--- config.mk ---
export PLATFORM = sky130hd
export DESIGN_NAME = flash_block_protect_decode
export DESIGN_NICKNAME = d
export VERILOG_FILES = /design/src/common/flash_protect_pkg.sv /design/src/rtl/flash_block_protect_decode.sv /design/src/rtl/flash_prot_range_check.sv
export VERILOG_INCLUDE_DIRS = /design/src /design/src/common
export SDC_FILE = /design/constraint.sdc
export NUM_CORES = 1
export LEC_CHECK = 0
export BUFFER_PORTS_ARGS = -buffer_cell sky130_fd_sc_hd__buf_2
export CORE_UTILIZATION = 56
export CTS_CLUSTER_SIZE = 40
export DETAILED_ROUTE_END_ITERATION = 10
export PLACE_DENSITY = 0.86
export RECOVER_POWER = 25
export SETUP_SLACK_MARGIN = 0.15
export SLEW_MARGIN = 20
export SYNTH_ARGS = -nofsm -noshare
export SYNTH_HDL_FRONTEND = slang
export SYNTH_HIERARCHICAL = 1
export SYNTH_SLANG_ARGS = --single-unit
--- constraint.sdc ---
create_clock -name sys_clk -period 5.35 [get_ports sys_clk]
set_input_delay 0.2675 -clock sys_clk [delete_from_list [all_inputs] [get_ports sys_clk]]
set_output_delay 0.2675 -clock sys_clk [all_outputs]
set_load 0.01 [all_outputs]
--- src/common/flash_protect_params.svh ---
// flash_protect_params.svh: address-space geometry, page and block spans and
// protect-extent thresholds for the block protection decoder.
// assumes a 1 MB (20-bit) byte-addressed array and 24-bit command addresses.
`ifndef FLASH_PROTECT_PARAMS_SVH
`define FLASH_PROTECT_PARAMS_SVH

// geometry
`define ARRAY_AW          20
`define CMD_AW            24
`define LEN_W             9
`define ARRAY_BYTES       21'h10_0000
`define ARRAY_LAST        20'hF_FFFF

// alignment masks of each operation span
`define MASK_PAGE         20'h0_00FF
`define MASK_4K           20'h0_0FFF
`define MASK_32K          20'h0_7FFF
`define MASK_64K          20'h0_FFFF

// protect unit sizes
`define UNIT_64K          21'h01_0000
`define UNIT_4K           21'h00_1000
`define UNIT_32K          21'h00_8000

// page program length limits, in bytes
`define PROG_LEN_MIN      9'h001
`define PROG_LEN_MAX      9'h100
`define PAGE_SUM_MAX      10'h100

// protect-extent thresholds
`define EXT_NONE          3'h0
`define EXT_ALL_64K       3'h5
`define EXT_32K_4K        3'h4
`define EXT_ALL_4K        3'h6

`endif

--- src/common/flash_protect_pkg.sv ---
// flash_protect_pkg: operation codes, controller states and the span-mask
// decode shared by the protection decoder and its range checker.
// assumes flash_protect_params.svh is on the include path.
package flash_protect_pkg;
    `include "flash_protect_params.svh"

    typedef enum logic [2:0] {
        OP_PAGE_PROGRAM = 3'b000,
        OP_PAGE_ERASE   = 3'b001,
        OP_ERASE_4K     = 3'b010,
        OP_ERASE_32K    = 3'b011,
        OP_ERASE_64K    = 3'b100,
        OP_CHIP_ERASE   = 3'b101
    } flash_op_e;

    typedef enum logic [1:0] {
        ST_IDLE  = 2'b00,
        ST_CHECK = 2'b01,
        ST_BUSY  = 2'b10
    } prot_state_e;

    // alignment mask of the address span an operation touches
    function automatic logic [`ARRAY_AW-1:0] op_span_mask(input flash_op_e op);
        logic [`ARRAY_AW-1:0] m;
        m = `MASK_PAGE;
        case (op)
            OP_PAGE_PROGRAM : m = `MASK_PAGE;
            OP_PAGE_ERASE   : m = `MASK_PAGE;
            OP_ERASE_4K     : m = `MASK_4K;
            OP_ERASE_32K    : m = `MASK_32K;
            OP_ERASE_64K    : m = `MASK_64K;
            OP_CHIP_ERASE   : m = `ARRAY_LAST;
            default         : m = `ARRAY_LAST;
        endcase
        return m;
    endfunction : op_span_mask
endpackage : flash_protect_pkg

--- src/rtl/flash_block_protect_decode.sv ---
// flash_block_protect_decode: checks each program or erase command against
// the status-register range protection or the external block lock, and
// either starts the array operation or finishes the command refused.
// assumes the command source holds cmd_* until cmd_ready, the array engine
// pulses array_done once per array_start, lock_hit answers lock_query_addr
// one cycle after the command is taken.
//
// Behaviour
// - each 4 kB block holds sixteen 256-byte pages; page erase uses address bits above 7.
// - page program takes 1 to 256 bytes, kept within the addressed page.
// - range protection applies only while the scheme select bit is zero.
// - complement bit set inverts protected and unprotected areas.
// - granularity bit picks 64 kB units (0) or 4 kB units (1).
// - origin bit picks range growing from top (0) or from zero (1).
// - extent field sizes the protected area; program and erase there are blocked.
// - 64 kB top: codes 1-4 protect top 64k/128k/256k/512k, 5-7 everything.
// - 64 kB bottom: codes 1-4 protect from zero 64k..512k, 5-7 everything.
// - 4 kB top: codes 1-3 protect top 4k/8k/16k, 4-5 top 32k, 6-7 everything.
// - 4 kB bottom: codes 1-3 protect low 4k/8k/16k, 4-5 low 32k, 6-7 everything.
// - code zero without complement protects nothing; outside addresses stay writable.
// - complement 64 kB top: protect below the top range; codes 5-7 nothing.
// - complement 64 kB bottom: code 0 all, 1-4 above low range, 5-7 nothing.
// - complement 4 kB top: protect below the top range; codes 6-7 nothing.
// - complement 4 kB bottom: code 0 all, 1-5 above low range, 6-7 nothing.
// - complement 4 kB top: 32k/64k erases see the unprotected range widened to their alignment.
// - complement 4 kB bottom: 32k/64k erases see the unprotected range widened to their alignment.
// - scheme select set ignores range fields and uses the block lock answer.
`timescale 1ns/100ps
`include "flash_protect_params.svh"
module flash_block_protect_decode #(
    parameter int ARRAY_AW = `ARRAY_AW,                                 // array address bits
    parameter int CMD_AW   = `CMD_AW                                    // command address bits
) (
    input  wire logic                          sys_clk,                 // 100 MHz clock
    input  wire logic                          rst_n,                   // async reset, low
    input  wire logic                          scheme_select_bit,       // 1: block lock scheme
    input  wire logic                          complement_protect_bit,  // invert protection
    input  wire logic                          protect_granularity_bit, // 1: 4 kB units
    input  wire logic                          range_origin_bit,        // 1: from address zero
    input  wire logic [2:0]                    protect_extent_field,    // extent code
    input  wire logic                          cmd_valid,               // command request
    input  wire flash_protect_pkg::flash_op_e  cmd_op,                  // command kind
    input  wire logic [CMD_AW-1:0]             cmd_addr,                // target byte address
    input  wire logic [`LEN_W-1:0]             cmd_len,                 // program byte count
    input  wire logic                          lock_hit,                // block lock answer
    input  wire logic                          array_done,              // array cycle ended
    output logic                               cmd_ready,               // command taken
    output logic [ARRAY_AW-1:0]                lock_query_addr,         // address for lock lookup
    output logic                               array_start,             // start array cycle
    output flash_protect_pkg::flash_op_e       array_op,                // operation started
    output logic [ARRAY_AW-1:0]                array_lo_addr,           // first byte of span
    output logic [ARRAY_AW-1:0]                array_hi_addr,           // last byte of span
    output logic                               cmd_done,                // command finished
    output logic                               cmd_refused              // finished refused
);
    import flash_protect_pkg::*;

    ////////////////////////////////////////////////////////////////////////////////
    // elaboration checks

    if (ARRAY_AW != `ARRAY_AW)
    begin : g_bad_array_aw
        $error("array address width must be 20");
    end
    if (CMD_AW < ARRAY_AW)
    begin : g_bad_cmd_aw
        $error("command address narrower than array address");
    end

    ////////////////////////////////////////////////////////////////////////////////
    // command span

    prot_state_e               state_reg;
    logic                      accept;
    logic [ARRAY_AW-1:0]       addr_a;
    logic [ARRAY_AW-1:0]       span_mask;
    logic [ARRAY_AW-1:0]       span_lo;
    logic [ARRAY_AW-1:0]       span_hi;
    logic [9:0]                page_sum;
    logic [7:0]                last_byte;
    logic                      len_bad;

    assign accept    = cmd_valid && cmd_ready;
    assign addr_a    = cmd_addr[ARRAY_AW-1:0];
    assign span_mask = op_span_mask(cmd_op);
    assign page_sum  = {2'b00, addr_a[7:0]} + {1'b0, cmd_len};
    assign last_byte = 8'(page_sum - 10'h001);

    always_comb
    begin
        span_lo = addr_a & ~span_mask;
        span_hi = addr_a | span_mask;
        if (cmd_op == OP_PAGE_PROGRAM && page_sum <= `PAGE_SUM_MAX)
        begin
            span_lo = addr_a;
            span_hi = {addr_a[ARRAY_AW-1:8], last_byte};
        end
    end

    assign len_bad = (cmd_op == OP_PAGE_PROGRAM) &&
                     (cmd_len < `PROG_LEN_MIN || cmd_len > `PROG_LEN_MAX);

    ////////////////////////////////////////////////////////////////////////////////
    // snapshot of command and protection fields

    logic                      snap_scheme_reg;
    logic                      snap_cmp_reg;
    logic                      snap_gran_reg;
    logic                      snap_origin_reg;
    logic [2:0]                snap_extent_reg;
    flash_op_e                 snap_op_reg;
    logic [ARRAY_AW-1:0]       snap_lo_reg;
    logic [ARRAY_AW-1:0]       snap_hi_reg;
    logic                      snap_bad_reg;

    always_ff @(posedge sys_clk or negedge rst_n)
    begin
        if (!rst_n)
        begin
            snap_scheme_reg <= 1'b0;
            snap_cmp_reg    <= 1'b0;
            snap_gran_reg   <= 1'b0;
            snap_origin_reg <= 1'b0;
            snap_extent_reg <= 3'h0;
            snap_op_reg     <= OP_PAGE_PROGRAM;
            snap_lo_reg     <= '0;
            snap_hi_reg     <= '0;
            snap_bad_reg    <= 1'b0;
            lock_query_addr <= '0;
        end
        else if (accept)
        begin
            snap_scheme_reg <= scheme_select_bit;
            snap_cmp_reg    <= complement_protect_bit;
            snap_gran_reg   <= protect_granularity_bit;
            snap_origin_reg <= range_origin_bit;
            snap_extent_reg <= protect_extent_field;
            snap_op_reg     <= cmd_op;
            snap_lo_reg     <= span_lo;
            snap_hi_reg     <= span_hi;
            snap_bad_reg    <= len_bad || (cmd_op > OP_CHIP_ERASE);
            lock_query_addr <= addr_a;
        end
    end

    ////////////////////////////////////////////////////////////////////////////////
    // range decode

    logic                      range_hit;
    logic                      refuse;

    flash_prot_range_check u_range_check (
        .complement_protect_bit  (snap_cmp_reg),
        .protect_granularity_bit (snap_gran_reg),
        .range_origin_bit        (snap_origin_reg),
        .protect_extent_field    (snap_extent_reg),
        .op                      (snap_op_reg),
        .op_lo                   (snap_lo_reg),
        .op_hi                   (snap_hi_reg),
        .hit                     (range_hit)
    );

    assign refuse = snap_bad_reg || (snap_scheme_reg ? lock_hit : range_hit);

    ////////////////////////////////////////////////////////////////////////////////
    // sequencing

    always_ff @(posedge sys_clk or negedge rst_n)
    begin
        if (!rst_n)
            state_reg <= ST_IDLE;
        else
        begin
            case (state_reg)
                ST_IDLE  : if (accept) state_reg <= ST_CHECK;
                ST_CHECK : state_reg <= refuse ? ST_IDLE : ST_BUSY;
                ST_BUSY  : if (array_done) state_reg <= ST_IDLE;
                default  : state_reg <= ST_IDLE;
            endcase
        end
    end

    always_ff @(posedge sys_clk or negedge rst_n)
    begin
        if (!rst_n)
            cmd_ready <= 1'b0;
        else
            cmd_ready <= (state_reg == ST_IDLE) && !accept;
    end

    always_ff @(posedge sys_clk or negedge rst_n)
    begin
        if (!rst_n)
        begin
            array_start   <= 1'b0;
            array_op      <= OP_PAGE_PROGRAM;
            array_lo_addr <= '0;
            array_hi_addr <= '0;
        end
        else
        begin
            array_start <= (state_reg == ST_CHECK) && !refuse;
            if (state_reg == ST_CHECK && !refuse)
            begin
                array_op      <= snap_op_reg;
                array_lo_addr <= snap_lo_reg;
                array_hi_addr <= snap_hi_reg;
            end
        end
    end

    always_ff @(posedge sys_clk or negedge rst_n)
    begin
        if (!rst_n)
        begin
            cmd_done    <= 1'b0;
            cmd_refused <= 1'b0;
        end
        else
        begin
            cmd_done    <= (state_reg == ST_CHECK && refuse) ||
                           (state_reg == ST_BUSY && array_done);
            cmd_refused <= (state_reg == ST_CHECK) && refuse;
        end
    end

    ////////////////////////////////////////////////////////////////////////////////
    // assertions

    logic chk_range;
    assign chk_range = (state_reg == ST_CHECK) && !snap_scheme_reg && !snap_bad_reg;

    AST_REFUSE_NO_START: assert property (
        @(posedge sys_clk) disable iff (!rst_n)
        cmd_refused |-> (!array_start ##1 !array_start))
        else $error("array cycle started for a refused command");

    AST_ACCEPT_DECIDES: assert property (
        @(posedge sys_clk) disable iff (!rst_n)
        accept |-> ##2 (array_start != cmd_refused))
        else $error("command not decided two cycles after it was taken");

    AST_LOCK_SCHEME: assert property (
        @(posedge sys_clk) disable iff (!rst_n)
        (state_reg == ST_CHECK && snap_scheme_reg && !snap_bad_reg) |=> (cmd_refused == $past(lock_hit)))
        else $error("lock scheme answer not followed");

    AST_PROG_LEN: assert property (
        @(posedge sys_clk) disable iff (!rst_n)
        (accept && cmd_op == OP_PAGE_PROGRAM && (cmd_len == 9'h000 || cmd_len > 9'h100))
        |-> ##2 cmd_refused)
        else $error("bad program length not refused");

    AST_PAGE_SPAN: assert property (
        @(posedge sys_clk) disable iff (!rst_n)
        (array_start && array_op == OP_PAGE_ERASE) |->
        (array_lo_addr[7:0] == 8'h00 && array_hi_addr == (array_lo_addr | 20'h0_00FF)))
        else $error("page erase span not one aligned page");

    AST_PROG_IN_PAGE: assert property (
        @(posedge sys_clk) disable iff (!rst_n)
        (array_start && array_op == OP_PAGE_PROGRAM) |->
        (array_lo_addr[19:8] == array_hi_addr[19:8] && array_lo_addr <= array_hi_addr))
        else $error("program span leaves its page");

    AST_ZERO_EXTENT: assert property (
        @(posedge sys_clk) disable iff (!rst_n)
        (chk_range && !snap_cmp_reg && snap_extent_reg == 3'h0) |=> array_start)
        else $error("code zero refused a command");

    AST_FULL_64K: assert property (
        @(posedge sys_clk) disable iff (!rst_n)
        (chk_range && !snap_cmp_reg && !snap_gran_reg && snap_extent_reg >= 3'h5) |=> cmd_refused)
        else $error("whole-array code did not protect");

    AST_CMP_NONE: assert property (
        @(posedge sys_clk) disable iff (!rst_n)
        (chk_range && snap_cmp_reg && snap_gran_reg && snap_extent_reg >= 3'h6) |=> !cmd_refused)
        else $error("complement none code refused a command");

    AST_CMP_ALL: assert property (
        @(posedge sys_clk) disable iff (!rst_n)
        (chk_range && snap_cmp_reg && snap_extent_reg == 3'h0) |=> cmd_refused)
        else $error("complement code zero did not protect");

    AST_SNAPSHOT: assert property (
        @(posedge sys_clk) disable iff (!rst_n)
        accept |=> (snap_extent_reg == $past(protect_extent_field) &&
                    snap_cmp_reg == $past(complement_protect_bit)))
        else $error("protection fields not captured at decode");

    AST_TOP_64K: assert property (
        @(posedge sys_clk) disable iff (!rst_n)
        (chk_range && !snap_cmp_reg && !snap_gran_reg && !snap_origin_reg &&
         snap_extent_reg == 3'h1 && snap_hi_reg < 20'hF_0000) |=> array_start)
        else $error("address below top 64 kB refused");

    AST_CMP_32K_WIDEN: assert property (
        @(posedge sys_clk) disable iff (!rst_n)
        (chk_range && snap_cmp_reg && snap_gran_reg && !snap_origin_reg &&
         snap_extent_reg == 3'h1 && snap_op_reg == OP_ERASE_32K && snap_lo_reg == 20'hF_8000)
        |=> array_start)
        else $error("top 32 kB erase refused in complement mode");

    AST_BOTTOM_64K: assert property (
        @(posedge sys_clk) disable iff (!rst_n)
        (chk_range && !snap_cmp_reg && !snap_gran_reg && snap_origin_reg &&
         snap_extent_reg == 3'h1 && snap_lo_reg >= 20'h1_0000) |=> array_start)
        else $error("address above low 64 kB refused");

    AST_TOP_4K: assert property (
        @(posedge sys_clk) disable iff (!rst_n)
        (chk_range && !snap_cmp_reg && snap_gran_reg && !snap_origin_reg &&
         snap_extent_reg == 3'h1 && snap_hi_reg < 20'hF_F000) |=> array_start)
        else $error("address below top 4 kB refused");

    AST_LOW_4K_ALL: assert property (
        @(posedge sys_clk) disable iff (!rst_n)
        (chk_range && !snap_cmp_reg && snap_gran_reg && snap_origin_reg && snap_extent_reg == 3'h6)
        |=> cmd_refused)
        else $error("whole-array low code did not protect");

    AST_CMP_TOP_64K: assert property (
        @(posedge sys_clk) disable iff (!rst_n)
        (chk_range && snap_cmp_reg && !snap_gran_reg && !snap_origin_reg &&
         snap_extent_reg == 3'h1 && snap_lo_reg >= 20'hF_0000) |=> array_start)
        else $error("top 64 kB refused in complement mode");

    AST_CMP_64K_WIDEN: assert property (
        @(posedge sys_clk) disable iff (!rst_n)
        (chk_range && snap_cmp_reg && snap_gran_reg && snap_origin_reg && snap_extent_reg == 3'h1 &&
         snap_op_reg == OP_ERASE_64K && snap_lo_reg == 20'h0_0000) |=> array_start)
        else $error("bottom 64 kB erase refused in complement mode");

    AST_BUSY_DONE: assert property (
        @(posedge sys_clk) disable iff (!rst_n)
        (state_reg == ST_BUSY && array_done) |=> (cmd_done && !cmd_refused) ##1 cmd_ready)
        else $error("array completion not reported");

endmodule : flash_block_protect_decode

--- src/rtl/flash_prot_range_check.sv ---
// flash_prot_range_check: combinational check of one operation address span
// against the range selected by the status protection fields.
// assumes op_lo <= op_hi and both inside the 1 MB array.
`timescale 1ns/100ps
`include "flash_protect_params.svh"
module flash_prot_range_check (
    input  wire logic                          complement_protect_bit,  // invert protection
    input  wire logic                          protect_granularity_bit, // 1: 4 kB units
    input  wire logic                          range_origin_bit,        // 1: from address zero
    input  wire logic [2:0]                    protect_extent_field,    // extent code
    input  wire flash_protect_pkg::flash_op_e  op,                      // operation kind
    input  wire logic [`ARRAY_AW-1:0]          op_lo,                   // first byte touched
    input  wire logic [`ARRAY_AW-1:0]          op_hi,                   // last byte touched
    output logic                               hit                      // span meets protection
);
    import flash_protect_pkg::*;

    logic [`ARRAY_AW:0] size;
    logic [`ARRAY_AW:0] rlo;
    logic [`ARRAY_AW:0] rhi;
    logic [`ARRAY_AW:0] emask;
    logic [`ARRAY_AW:0] lo_x;
    logic [`ARRAY_AW:0] hi_x;

    always_comb
    begin
        size = '0;
        if (protect_extent_field == `EXT_NONE)
            size = '0;
        else if (!protect_granularity_bit)
            size = (protect_extent_field >= `EXT_ALL_64K) ? `ARRAY_BYTES
                 : (`UNIT_64K << (protect_extent_field - 3'h1));
        else if (protect_extent_field >= `EXT_ALL_4K)
            size = `ARRAY_BYTES;
        else if (protect_extent_field >= `EXT_32K_4K)
            size = `UNIT_32K;
        else
            size = `UNIT_4K << (protect_extent_field - 3'h1);
    end

    always_comb
    begin
        lo_x  = {1'b0, op_lo};
        hi_x  = {1'b0, op_hi};
        emask = '0;
        if (complement_protect_bit && protect_granularity_bit &&
            (op == OP_ERASE_32K || op == OP_ERASE_64K))
            emask = {1'b0, op_span_mask(op)};
        if (!range_origin_bit)
        begin
            rlo = (`ARRAY_BYTES - size) & ~emask;
            rhi = `ARRAY_BYTES - 21'h1;
        end
        else
        begin
            rlo = '0;
            rhi = (size - 21'h1) | emask;
        end
        if (!complement_protect_bit)
            hit = (size != '0) && (hi_x >= rlo) && (lo_x <= rhi);
        else
            hit = !((size != '0) && (lo_x >= rlo) && (hi_x <= rhi));
    end
endmodule : flash_prot_range_check

==> results by group <==
Synthesis
  • Fraction of registers with async set/reset: 100.0%
  • Synthesis Warnings: 6
  • Mapped Area: 6208 sq um
  • EDFF count, synth: 0
  • Synth cell types: 63
  • Syn_area_per_cell: 10.38 sq um
  • Yosys reg bits: 120
  • Gate Count Post-Synth: 598
  • Seq/Total Area, Yosys: 48.37%
  • Top_reg_cell synth: dfrtp_1
  • Syn nets: 688

Pwr
  • Power Density: 578.9 nW/um^2
  • Part of the power in registers: 34.3%
  • Internal: 0.002715 W
  • Sw Ratio: 39.20%
  • Max VDD drop: 0.3620 mV
  • NetSw: 0.001751 W
  • LEAKAGE: 3.682 nW
  • Comb pwr share: 41.1%
  • Clk pwr share: 24.5%

Run status
  • Failing checks: capacitance limit, slew limit
  • Status: finished with violations

CTS
  • Root buf cell: clkbuf_8
  • Clock Sink Count: 120
  • # H-tree levels: 4
  • Clock Tree Buf Depth: 2
  • TritonCTS clock tree: done
  • Clk Latency, worst-skew pair: 0.54 ns
  • Clock-pin slew on the worst setup and hold paths: 0.06 ns
  • Num CTS Buffers: 17

Timing
  • Fin crit share: 89.55%
  • Max Transition Viols Final: 133
  • Fmax: 208.7 MHz
  • RSZ-0062 raised after global routing: no
  • Slew @ Worst Pin: 3.891 ns
  • Tmin final: 4.791 ns
  • Final worst setup slack: 0.5590 ns
  • Layout Skew: 0.01012 ns
  • Fin Setup TNS: 0 ns
  • Slew headroom: -159.4%
  • Count of final setup violators: 0
  • Hold Violations, Final: 0

Global routing
  • Initial antenna violation count: 0
  • Pin count of the biggest net entering global routing: 76
  • All-Layer GR Usage: 29.82%
  • Number of global-route vias before repair: 5,349
  • First-pass GRT wire length: 25,930 microns
  • GR Overflow Total: 0

Drt
  • Antenna Nets Post-Route: 0
  • DRC Markers: 0
  • Starting DRT DRC Count: 376
  • Vias per cell: 5.866
  • WL/cell: 17.95 microns
  • First-pass DRT Iterations: 5
  • Final wirelength: 15,890 microns
  • DR vias: 5,191

Floorplan
  • Die Ht: 107.3 microns
  • Initial cell density of the core: 57.27%
  • I/O pin total: 115
  • Row count: 38
  • Area of the core: 10,840 sq um
  • Total die area: 11,510 sq um
  • Width of the die: 107.3 microns

Final layout
  • Non-Filler Instances: 885
  • Final nets: 822
  • Register Area: 3003 sq um
  • Multi-input gate area: 3063 sq um
  • Filler cell count: 767
  • Diodes inserted: 0
  • Share of layout cells above drive strength 1: 27.38%
  • Area Growth Syn to Fin: 24.26%

Setup path
  • Worst path cell trace: nor2b_2 > nand2_1 > or2_2 > ha_1 > a221oi_1 > a31oi_1 > nor2_1 > nor2_1 > ha_1 > and3_1 > a221oi_1 > o21ai_0 > a311o_1 > a32oi_1 > o41ai_2 > nor2b_1 > a211oi_2 > nand2_1 > nor2_4 > buf_12 > mux2_2
  • Setup crit start kind: flop
  • Crit path largest cell delay: 0.36 ns
  • Critical-path top delay cell: dfrtp_1
  • Worst EP required: 5.77 ns
  • Worst Setup Path Type: flop to flop
  • Worst-path maximum fanout: 26
  • CP arrival: 5.21 ns
  • CP Capture Type: flop

Place
  • Setup Slack @ Placement: 0.4635 ns
  • Number of I/O port buffers: 110
  • Gpl congestion: 0.9300
  • Inst Count DP: 828
  • Dpl hpwl: 11,290 microns

Hold path
  • Worst Hold Class: primary input to flop

Flow run
  • Max_cap viols: 2
==> synthesized netlist by cell type, drive strengths merged (2+ instances only) <==
library cell / number / share of area [%]
dfrtp: 120 / 48
or2b: 2 / 0.30
and2: 4 / 0.40
mux2: 43 / 7.8
and3: 6 / 0.60
o21a: 8 / 0.97
ha: 41 / 8.3
nand3b: 3 / 0.36
or3: 4 / 0.40
nor2: 35 / 2.2
o211ai: 5 / 0.60
nand2: 126 / 7.6
o21ai: 23 / 1.9
a211oi: 8 / 1.2
a22o: 11 / 1.6
nand2b: 6 / 0.60
a221oi: 4 / 0.56
o22a: 12 / 1.7
nor4: 5 / 0.50
a21oi: 16 / 1.5
clkbuf: 15 / 0.91
a31oi: 10 / 1.0
nor4b: 3 / 0.42
xnor2: 12 / 1.8
nand3: 11 / 0.97
inv: 8 / 0.48
buf: 12 / 1.1
nor2b: 5 / 0.62
nand4: 6 / 0.60
xor2: 2 / 0.28
nor3: 8 / 0.64
a21o: 5 / 0.60
nand4b: 2 / 0.28
==> per-stage QoR <==
step                power (W)  utilization [%]  area (sq um)  hold slack (ns)
floorplan            0.002698                -          6208         -0.02809
global placement     0.003232            63.62          6897           0.4345
detailed placement   0.003324            63.62          6897           0.4544
CTS                  0.004461            71.17          7715        0.0006860
global route         0.004763            71.17          7715         0.006570
finish               0.004466            71.17          7715          0.01193
==> cell usage in the layout, fill, tap and decap left out, types with 10 or more instances in the layout <==
master           n
nand2_1        126
dfrtp_1        120
buf_2          108
ha_1            41
mux2_2          39
nor2_1          34
dlygate4sd3_1   25
clkbuf_16       16
a21oi_1         14
o22a_1          12
o21ai_0         12
xnor2_1         11
a22o_1          11
o21ai_1         10
nand3_1         10
a31oi_1         10
==> layout make-up <==
type / instances / area share, %
well taps: 140 / 2.271
clock buffers: 17 / 5.368
repair buffers: 142 / 11.35
flip-flops and latches: 120 / 38.92
multi-input cells: 443 / 39.70
clock inverters: 15 / 1.995
inverters: 8 / 0.3892
==> cell families after synthesis <==
logic type / Yosys count / share of synthesized area [%]
compound gates: 115 / 13.75
buf+inv: 35 / 2.519
simple gates: 229 / 16.89
xor+xnor: 14 / 2.096
flops: 120 / 48.37
fa+ha+maj: 42 / 8.585
mux: 43 / 7.799
==> timing repair <==
| item | 4_1_cts | 5_1_grt |
|---|---|---|
| hold buffers | 25 | 0 |
| setup endpoints to repair | 0 | 43 |
| resized for setup | 0 | 2 |
| hold endpoints to repair | 116 | 0 |
| buffers inserted | 0 | 0 |
==> path summary, 6_finish.rpt <==
kind                                        to  cells after the start  slack [ns]           startpoint
hold / removal                        cmd_done                      2        0.01           array_done
setup reg to reg              array_hi_addr[0]                     21        0.56        snap_gran_reg
max in group asynchronous       snap_lo_reg[1]                      2        1.55                rst_n
min in group asynchronous    array_lo_addr[15]                      2        1.63                rst_n
hold reg to reg            lock_query_addr[19]                      2        0.48  lock_query_addr[19]
setup / recovery              array_hi_addr[0]                     21        0.56        snap_gran_reg
==> power by group through the flow <==
| stage | logic, W | clock network, W | registers [W] |
|---|---|---|---|
| global placement | 0.00172 | 0 | 0.00151 |
| global route | 0.00204 | 0.00115 | 0.00157 |
| CTS | 0.00183 | 0.00111 | 0.00153 |
| detailed placement | 0.00179 | 0 | 0.00153 |
| finish | 0.00184 | 0.00110 | 0.00153 |
| floorplan | 0.00114 | 0 | 0.00156 |
==> per-layer routing <==
layer	GRT usage, %	vias to the layer above	wire, microns
met5	0	-	0
met4	12.82	0	401
met3	6.719	29	720
met2	52.53	155	8344
met1	34.85	2589	6422
li1	-	2418	-
==> critical path: cells and delay by family, from the launching register on <==
family          cells  cell delay [ns]
compound gates      8             1.67
fa+ha+maj           2             0.60
buf+inv             1             0.21
flops               1             0.36
mux                 1             0.36
simple gates        9             1.44
Power figures use the tool's default switching activity.
